### src/inc/obc_pkg.sv
// option byte decoder package: field positions, defaults, encodings
// assumes an 8-bit nonvolatile word per option byte
package obc_pkg;
   // option byte 0 layout
   localparam int OB0_WAKE_BIT   = 7;
   localparam int OB0_RANGE_LSB  = 4;
   localparam int OB0_BOOT_LSB   = 2;
   localparam int OB0_RDP_BIT    = 1;
   localparam int OB0_WRP_BIT    = 0;
   // option byte 1 layout
   localparam int OB1_STARTUP_LSB = 6;
   // erased / default contents
   localparam logic [7:0] OB0_DEFAULT = 8'hFC;
   localparam logic [7:0] OB1_DEFAULT = 8'h3F;
   localparam logic [7:0] OB_ERASED   = 8'hFF;
   // register offsets on the command port
   localparam logic [1:0] ADDR_OB0    = 2'h0;
   localparam logic [1:0] ADDR_OB1    = 2'h1;
   localparam logic [1:0] ADDR_STATUS = 2'h2;
   localparam logic [1:0] ADDR_CMD    = 2'h3;
   // command codes written to ADDR_CMD
   localparam logic [7:0] CMD_ERASE_OPT = 8'hE5;
   localparam logic [7:0] CMD_ERASE_MEM = 8'hA5;
   // oscillator range codes
   localparam logic [2:0] RANGE_LOW_POWER    = 3'h0;
   localparam logic [2:0] RANGE_MEDIUM_POWER = 3'h1;
   localparam logic [2:0] RANGE_MEDIUM_SPEED = 3'h2;
   localparam logic [2:0] RANGE_HIGH_SPEED   = 3'h3;
   localparam logic [2:0] RANGE_VERY_LOW     = 3'h4;
   // startup clock codes
   localparam logic [1:0] START_INT_RC  = 2'h0;
   localparam logic [1:0] START_WAKE_RC = 2'h1;
   localparam logic [1:0] START_XTAL    = 2'h2;
   localparam logic [1:0] START_EXT_CLK = 2'h3;
   // boot block size in bytes per code
   localparam logic [12:0] BOOT_SIZE_0 = 13'h0200;
   localparam logic [12:0] BOOT_SIZE_1 = 13'h0400;
   localparam logic [12:0] BOOT_SIZE_2 = 13'h0800;
   localparam logic [12:0] BOOT_SIZE_3 = 13'h1000;
   typedef enum logic [1:0] {
      OBC_IDLE,
      OBC_MASS_ERASE,
      OBC_OPT_ERASE
   } obc_phase_e;
endpackage

### src/rtl/obc_decode.sv
// option byte decoder: latches and decodes the two configuration bytes
// assumes the nonvolatile array and flash eraser sit outside; one clock
//
// Chosen here: the register offsets and the address-and-strobe port.
`timescale 1ns/1ps
module obc_decode
   import obc_pkg::*;
(
   input  wire logic        sys_clk_i,
   input  wire logic        rst_i,
   input  wire logic [7:0]  nv_ob0_i,
   input  wire logic [7:0]  nv_ob1_i,
   input  wire logic        prog_mode_i,
   input  wire logic        mass_erase_done_i,
   input  wire logic [1:0]  addr_i,
   input  wire logic [7:0]  wdata_i,
   input  wire logic        wr_i,
   input  wire logic        rd_i,
   output logic      [7:0]  rdata_o,
   output logic      [7:0]  nv_wdata_o,
   output logic             nv_wr_ob0_o,
   output logic             nv_wr_ob1_o,
   output logic             mass_erase_o,
   output logic             wakeup_clock_select_o,
   output logic             wake_src_vlp_o,
   output logic      [2:0]  osc_range_a_o,
   output logic             osc_range_valid_o,
   output logic      [1:0]  startup_clock_select_o,
   output logic      [1:0]  boot_block_size_o,
   output logic      [12:0] boot_block_bytes_o,
   output logic             readout_protect_o,
   output logic             write_protect_o,
   output logic             flash_write_allow_o,
   output logic             code_read_allow_o,
   output logic             refused_o
);
   // programming mode is a pin: three flops, change accepted when last two agree
   typedef struct packed {
      logic [2:0]  pm_sync;
      logic        pm;
      logic        latched;
      logic [7:0]  ob0;
      logic [7:0]  ob1;
      obc_phase_e  phase;
      logic [7:0]  rdata;
      logic [7:0]  nv_wdata;
      logic        nv_wr0;
      logic        nv_wr1;
      logic        mass_erase;
      logic        refused;
      logic        wake_vlp;
      logic [2:0]  range;
      logic        range_valid;
      logic [12:0] boot_bytes;
      logic        flash_wr_ok;
      logic        code_rd_ok;
   } obc_state_s;

   obc_state_s st;
   obc_state_s next_st;

   always_comb begin
      logic       pm_agree;
      logic       ob_addr;
      logic       cmd_opt_erase;
      logic       cmd_mem_erase;
      logic       rdp_on;
      logic       wrp_on;
      logic       ext_clock;
      logic [2:0] range_field;
      logic [1:0] boot_code;
      logic [7:0] status_word;
      pm_agree      = (st.pm_sync[2] == st.pm_sync[1]);
      ob_addr       = (addr_i == ADDR_OB0) || (addr_i == ADDR_OB1);
      cmd_opt_erase = (addr_i == ADDR_CMD) && (wdata_i == CMD_ERASE_OPT);
      cmd_mem_erase = (addr_i == ADDR_CMD) && (wdata_i == CMD_ERASE_MEM);
      rdp_on        = st.ob0[OB0_RDP_BIT];
      wrp_on        = st.ob0[OB0_WRP_BIT];
      ext_clock     = st.ob1[OB1_STARTUP_LSB+1];
      range_field   = st.ob0[OB0_RANGE_LSB +: 3];
      boot_code     = st.ob0[OB0_BOOT_LSB +: 2];
      status_word    = 8'h00;
      status_word[2] = (st.phase == OBC_IDLE);
      status_word[1] = st.pm;
      status_word[0] = st.latched;

      // pulses fall by default, read data returns to zero
      next_st            = st;
      // pin chain: only an agreeing pair of late flops moves the level
      next_st.pm_sync    = {st.pm_sync[1:0], prog_mode_i};
      if (pm_agree) begin
         next_st.pm = st.pm_sync[1];
      end
      next_st.nv_wr0     = 1'b0;
      next_st.nv_wr1     = 1'b0;
      next_st.refused    = 1'b0;
      next_st.mass_erase = 1'b0;
      next_st.rdata      = 8'h00;
      // capture once after reset release; the copy stays put until next reset
      if (!st.latched) begin
         next_st.ob0     = nv_ob0_i;
         next_st.ob1     = nv_ob1_i;
         next_st.latched = 1'b1;
      end
      // decode from the held copy only, so a write-back never disturbs running clocks
      if (st.ob0[OB0_WAKE_BIT]) begin
         next_st.wake_vlp = 1'b0;
      end else begin
         next_st.wake_vlp = 1'b1;
      end
      next_st.range_valid = ext_clock;
      if (ext_clock) begin
         next_st.range = range_field;
      end else begin
         next_st.range = RANGE_LOW_POWER;
      end
      case (boot_code)
         2'h0: begin
            next_st.boot_bytes = BOOT_SIZE_0;
         end
         2'h1: begin
            next_st.boot_bytes = BOOT_SIZE_1;
         end
         2'h2: begin
            next_st.boot_bytes = BOOT_SIZE_2;
         end
         default: begin
            next_st.boot_bytes = BOOT_SIZE_3;
         end
      endcase
      if (rdp_on || wrp_on) begin
         next_st.flash_wr_ok = 1'b0;
      end else begin
         next_st.flash_wr_ok = 1'b1;
      end
      if (rdp_on) begin
         next_st.code_rd_ok = 1'b0;
      end else begin
         next_st.code_rd_ok = 1'b1;
      end

      // register port; option cells are only visible in programming mode
      if (rd_i) begin
         case (addr_i)
            ADDR_OB0: begin
               if (st.pm) begin
                  next_st.rdata = nv_ob0_i;
               end
            end
            ADDR_OB1: begin
               if (st.pm) begin
                  next_st.rdata = nv_ob1_i;
               end
            end
            ADDR_STATUS: begin
               next_st.rdata = status_word;
            end
            default: begin
               next_st.rdata = 8'h00;
            end
         endcase
      end

      // command sequencer; writes that arrive during an erase are dropped on purpose
      case (st.phase)
         OBC_IDLE: begin
            if (wr_i) begin
               if (!st.pm) begin
                  next_st.refused = 1'b1;
               end else if (wrp_on) begin
                  // write protection is final: nothing erases or programs past it
                  next_st.refused = 1'b1;
               end else if (ob_addr) begin
                  next_st.nv_wdata = wdata_i;
                  if (addr_i == ADDR_OB0) begin
                     next_st.nv_wr0 = 1'b1;
                  end else begin
                     next_st.nv_wr1 = 1'b1;
                  end
               end else if (cmd_mem_erase) begin
                  next_st.mass_erase = 1'b1;
               end else if (cmd_opt_erase) begin
                  if (rdp_on) begin
                     next_st.mass_erase = 1'b1;
                     next_st.phase      = OBC_MASS_ERASE;
                  end else begin
                     next_st.phase = OBC_OPT_ERASE;
                  end
               end else begin
                  next_st.refused = 1'b1;
               end
            end
         end
         OBC_MASS_ERASE: begin
            // option bytes stay intact until the whole array reports erased
            if (mass_erase_done_i) begin
               next_st.phase = OBC_OPT_ERASE;
            end
         end
         OBC_OPT_ERASE: begin
            next_st.nv_wdata = OB_ERASED;
            next_st.nv_wr0   = 1'b1;
            next_st.nv_wr1   = 1'b1;
            next_st.phase    = OBC_IDLE;
         end
         default: begin
            next_st.phase = OBC_IDLE;
         end
      endcase
   end

   // reset loads the default image; derived decode resets low, then shows the default image for one edge before the latched copy
   always_ff @(posedge sys_clk_i) begin
      if (rst_i) begin
         st.pm_sync     <= 3'h0;
         st.pm          <= 1'b0;
         st.latched     <= 1'b0;
         st.ob0         <= OB0_DEFAULT;
         st.ob1         <= OB1_DEFAULT;
         st.phase       <= OBC_IDLE;
         st.rdata       <= 8'h00;
         st.nv_wdata    <= 8'h00;
         st.nv_wr0      <= 1'b0;
         st.nv_wr1      <= 1'b0;
         st.mass_erase  <= 1'b0;
         st.refused     <= 1'b0;
         st.wake_vlp    <= 1'b0;
         st.range       <= 3'h0;
         st.range_valid <= 1'b0;
         st.boot_bytes  <= 13'h0000;
         st.flash_wr_ok <= 1'b0;
         st.code_rd_ok  <= 1'b0;
      end else begin
         st <= next_st;
      end
   end

   assign rdata_o                = st.rdata;
   assign nv_wdata_o             = st.nv_wdata;
   assign nv_wr_ob0_o            = st.nv_wr0;
   assign nv_wr_ob1_o            = st.nv_wr1;
   assign mass_erase_o           = st.mass_erase;
   assign wakeup_clock_select_o  = st.ob0[OB0_WAKE_BIT];
   assign wake_src_vlp_o         = st.wake_vlp;
   assign osc_range_a_o          = st.range;
   assign osc_range_valid_o      = st.range_valid;
   assign startup_clock_select_o = st.ob1[OB1_STARTUP_LSB +: 2];
   assign boot_block_size_o      = st.ob0[OB0_BOOT_LSB +: 2];
   assign boot_block_bytes_o     = st.boot_bytes;
   assign readout_protect_o      = st.ob0[OB0_RDP_BIT];
   assign write_protect_o        = st.ob0[OB0_WRP_BIT];
   assign flash_write_allow_o    = st.flash_wr_ok;
   assign code_read_allow_o      = st.code_rd_ok;
   assign refused_o              = st.refused;
endmodule

### config.mk
export PLATFORM = sky130hd
export DESIGN_NAME = obc_decode
export DESIGN_NICKNAME = d
export VERILOG_FILES = /design/src/inc/obc_pkg.sv /design/src/rtl/obc_decode.sv
export SDC_FILE = /design/constraint.sdc
export NUM_CORES = 1
export LEC_CHECK = 0
export BUFFER_PORTS_ARGS = -buffer_cell sky130_fd_sc_hd__buf_2
export CAP_MARGIN = 30
export CORE_ASPECT_RATIO = 1.1
export CORE_MARGIN = 2
export CORE_UTILIZATION = 47
export CTS_CLUSTER_SIZE = 25
export DETAILED_ROUTE_END_ITERATION = 10
export PLACE_DENSITY = 0.79
export SETUP_SLACK_MARGIN = 0.02
export SLEW_MARGIN = 5
export SYNTH_ARGS = -nofsm -noshare
export SYNTH_HDL_FRONTEND = slang
export SYNTH_SLANG_ARGS = --single-unit
export TNS_END_PERCENT = 100
### constraint.sdc
create_clock -name sys_clk_i -period 2 [get_ports sys_clk_i]
set_clock_uncertainty 0.2 [all_clocks]
set_input_delay 0.2 -clock sys_clk_i [delete_from_list [all_inputs] [get_ports sys_clk_i]]
set_output_delay 0.2 -clock sys_clk_i [all_outputs]
set_load 0.01 [all_outputs]
# Yosys cells after proc, flatten, opt, wreduce, memory -nomap -nowiden
# Index checks and enable logic that the tools add are counted.
# classes
addsub	0
multipliers	0
div_mod_pow	0
magnitude_cmp	0
n_eq_ne	18
shifts	0
n_mux	31
bitwise	5
reduce_logical	14
# ops
operator	n
case mux 13 bit (3 select lines)	1
case mux 8 bit (3 select lines)	1
2-to-1 mux 11 bit	2
case mux 10 bit (2 select lines)	1
2-to-1 mux 2 bit	9
== test 8 bit (second input constant)	2
2-to-1 mux 8 bit	2
!= test 2 bit (second input constant)	8
2-to-1 mux 1 bit	12
2-to-1 mux 12 bit	1
2-to-1 mux 10 bit	1
== test 2 bit (second input constant)	4
AND reduction 7 bit	1
== test 2 x 1 -> 1 bit (second input constant)	3
zero test 2 bit	3
OR reduction 6 bit	1
NOT 1 bit	5
AND reduction 5 bit	1
case mux 2 bit (2 select lines)	1
OR reduction 2 bit	2
OR reduction 3 bit	1
logical AND 1 bit	2
logical OR 1 bit	2
nonzero test 2 bit	1
== test 1 bit	1
# word_totals
register_bits	63
latch_bits	0
mem_bits_rw	0
mem_bits_ro	0
input_bits	32
out_inout_bits	47
wordCells	86
mem_count	0

# Longest topological paths before layout
# depth
ltp_word	9
ltp_mapped	4
depth_no_buf	3

# Least setup slack after synthesis
# No wires, ideal clock.
# synth_path
path_type	reg-to-reg
from	reg st, in the netlist write_protect_o
to	reg st, in the netlist nv_wdata_o[0]
setup_time_ns	0.119
t_arrival_ns	1.262
t_required_ns	1.681
setup_slack_ns	0.419
path_stages_with_launch	5
path_buffers	1
period_less_slack_ns	1.581
path_cell_list	dfxtp_1 -> nand4bb_4 -> or3_1 -> buf_6 -> o221a_2
# synth_between
elab_chain_cells	2
# synth_lines
item	line	text
from (decl)	obc_decode.sv:59	obc_state_s st;
from (signal assigned)	obc_decode.sv:234	st <= next_st;
!= test 2 bit (no source line)	-	
AND reduction 5 bit (no source line)	-	
# No other way between the ends.
# A chain may end at the register's enable or synchronous reset.

# Final worst setup path
# layout_path
from	in wdata_i[3]
to	reg st, in the netlist refused_o
# layout_between
elab_chain_cells	7
elab_cells_between_ends	9
classes_between	2 x eq/ne; 5 x mux; 2 x reduce/logical
# layout_lines
item	line	text
from (decl)	obc_decode.sv:16	input wire logic [7:0] wdata_i,
== test 8 bit	obc_decode.sv:75	cmd_opt_erase = (addr_i == ADDR_CMD) && (wdata_i == CMD_ERASE_OPT);
logical AND 1 bit	obc_decode.sv:75	
2-to-1 mux 1 bit	obc_decode.sv:182	end else if (cmd_opt_erase) begin
2-to-1 mux 1 bit *	obc_decode.sv:180	end else if (cmd_mem_erase) begin
2-to-1 mux 2 bit *	obc_decode.sv:173	end else if (ob_addr) begin
2-to-1 mux 1 bit *	obc_decode.sv:170	end else if (wrp_on) begin
2-to-1 mux 1 bit *	obc_decode.sv:168	if (!st.pm) begin
# Every way passes the cells marked *; elsewhere a longest branch is shown, timed or not.

==> results.toml <==
[clock_tree]
cts_made_buffers = 5
clk_pin_slew_worst_paths_ns = 0.08
htreeDepth = 2
cts-root-buf = "clkbuf_8"
cts-resized-gates = 0
cts.path.max_buffers = 2
clock_latency_ns = 0.29
cts_sinks = 48
post_cts_buffers = 0
cts_tree = "built"

[timing]
period_minus_slack_ns = 1.79
drv_slew = 0
setup_tns_ns = 0
rsz0062_at_grt = "false"
fmax_mhz = 558
whs_ns = -0.00685
final-setup-viol-count = 0
tightest_slew_ns = 0.610
slew_headroom_pct = 59.3
finalCritPeriodShare_pct = 89.6
hold_viol = 2

[setup_path]
worst-r2r-cell-count = 3
worstPathArrival_ns = 1.78
endpoint_kind = "flop"
worstPathMaxFanout = 3
crit_required_ns = 1.99
cp-start-kind = "primary input"
worst-setup-path-type = "in -> reg"

[power]
leakage_nw = 1.14
power_density_nw_per_um2 = 721
vdd_drop_max_mv = 0.352
p_total_mw = 1.73

[outcome]
violations = "negative hold slack"
status = "finished with violations"

[placement]
place_congestion = 0.885
io_buffers = 69
place_hpwl_um = 2710

[global_routing]
grt_pass1_wl_um = 6370
grt_usage_pct = 17.6
grtUsageMet1_pct = 21.1
use_met2_pct = 28.9
grt_pass1_vias = 1386
busiest_layer = "met2"
use_met3_pct = 3.77
grt_max_degree = 14
grt_overflow = 0
antenna_found_initial = 0

[floorplanning]
core_um2 = 3960
initial_utilization_pct = 49.1
dieWidth_um = 65.3
ios = 79
fp.dieH_um = 71.5
rows = 24
die_area_um2 = 4670

[run]
cap_violations = 0

[detailed_routing]
drt_iter0_drc = 85
dr.pass1.iters = 4
wl_per_cell_um = 13.4
finalWirelength_um = 4090
viasPerCell = 4.83
postRouteAntennaNets = 0
drc = 0
vias = 1468

[logic_synthesis]
synth_area_um2 = 1940
synth.distinct_cells = 37
yosys_warnings = 0
ys_seq_elements = 48
ys_seq_area_share_pct = 49.4
syn_area_per_cell_um2 = 10.4
synthCells = 187

[min_path]
hold_class = "in -> reg"
hold_depth = 3

[layout]
drive_gt1_share_pct = 34.5
num_antenna_cells = 0
area_growth_pct = 23.3
fin_nets = 284
-- layout by cell type (no fill, tap or decap), types with 3 or more instances in the layout --
cell type,count
buf_2,69
nand4_1,3
nor2b_1,4
clkbuf_8,5
nor3_1,4
a21oi_1,3
and2_1,3
nor3b_1,3
nor2_1,12
dfxtp_1,48
o221a_2,8
dlygate4sd3_1,23
conb_1,9
inv_1,5
mux2i_1,17
nand2_1,9
-- worst max-delay path, stage by stage --
cell and delay [ns]:
dlygate4sd3_1 0.55, buf_2 0.14, nor4bb_1 0.47, a21boi_0 0.16
o31a_1 0.26
-- flip-flops by register name, indices dropped and copies added (netlist names), 2 cells and up --
register                cells
boot_block_bytes_o          4
next_st                     2
osc_range_a_o               3
rdata_o                     8
nv_wdata_o                  8
startup_clock_select_o      2
boot_block_size_o           2
st                          8
-- synth_stat cells, drive strengths merged --
library cell / number / share of area, %
and3b: 1 / 0.45
and4b: 1 / 0.51
nor4b: 1 / 0.45
inv: 5 / 0.97
conb: 1 / 0.19
o31a: 1 / 0.45
nor2: 12 / 2.3
o221a: 8 / 4.6
nor3: 4 / 1.0
buf: 40 / 15
nand2b: 1 / 0.32
o22ai: 1 / 0.32
a21oi: 3 / 0.77
nand2: 9 / 1.7
o21ai: 2 / 0.51
a22oi: 1 / 0.39
nand4bb: 1 / 1.4
clkinv: 1 / 0.19
clkbuf: 4 / 0.77
o21a: 1 / 0.39
or3: 1 / 0.32
nor3b: 3 / 1.2
nand3b: 1 / 0.39
dfxtp: 48 / 49
nor2b: 4 / 1.3
a21boi: 1 / 0.39
and3: 1 / 0.32
or2: 1 / 0.32
a211oi: 2 / 0.77
mux2i: 17 / 8.8
and2: 3 / 0.97
nand4: 3 / 0.97
o32ai: 2 / 0.90
nor4bb: 2 / 1.0
-- per-layer routing --
metal	part of all wire, %	routed length (um)
met5	0	0
met4	3.4	137
met3	6.2	253
met2	48	1960
met1	42	1730
-- report_power, final --
part / internal (mW) / leakage [nW] / switching, mW
clock network: 0.238 / 0.0410 / 0.298
registers: 0.983 / 0.392 / 0.0206
logic: 0.101 / 0.707 / 0.0867
total: 1.32 / 1.14 / 0.405
-- per-stage QoR --
step | cell area (um2) | worst slack [ns] | hold WS (ns) | util (%) | cells
2_1_floorplan | 1970 | 0.419 | 0.0943 | - | 195
3_3_place_gp | 2090 | 0.381 | 0.209 | 52.7 | 274
3_5_place_dp | 2090 | 0.343 | 0.215 | 52.7 | 274
4_1_cts | 2400 | 0.190 | 0.000558 | 60.5 | 304
5_1_grt | 2400 | 0.0529 | 0.00371 | 60.5 | 304
6_report | 2400 | 0.207 | -0.00685 | 60.5 | 304
-- area by class of cell --
class                           count  area (um2)
Sequential cell                    48         961
Timing Repair Buffer               94         591
Tap cell                           52        65.1
Multi-Input combinational cell     97         681
Clock inverter                      1        5.00
Fill cell                         349        1570
Clock buffer                        6        72.6
Inverter                            6        22.5
-- cell families (layout without fill, tap and decap cells) --
kind of cell	after synthesis	count (layout)	share of synthesized area [%]
buf+inv	50	107	17.1
mux	17	17	8.75
simple gates	49	49	15.0
other cells	1	9	0.193
compound gates	22	22	9.52
flops	48	48	49.4
-- worst paths after layout --
check / start / endpoint / slack (ns)
min: nv_ob1_i[0] / rdata_o[0] / -0.007
max reg2reg: st[59] / nv_wdata_o[6] / 0.34
min reg2reg: next_st[61] / next_st[62] / 0.25
max: wdata_i[3] / refused_o / 0.21
-- what timing repair did --
item                                    in CTS  in global routing
hold buffers                                23                  0
endpoints found under the setup margin       0                  0
hold endpoints to repair                    25                  0
Power figures use the tool's default switching activity.
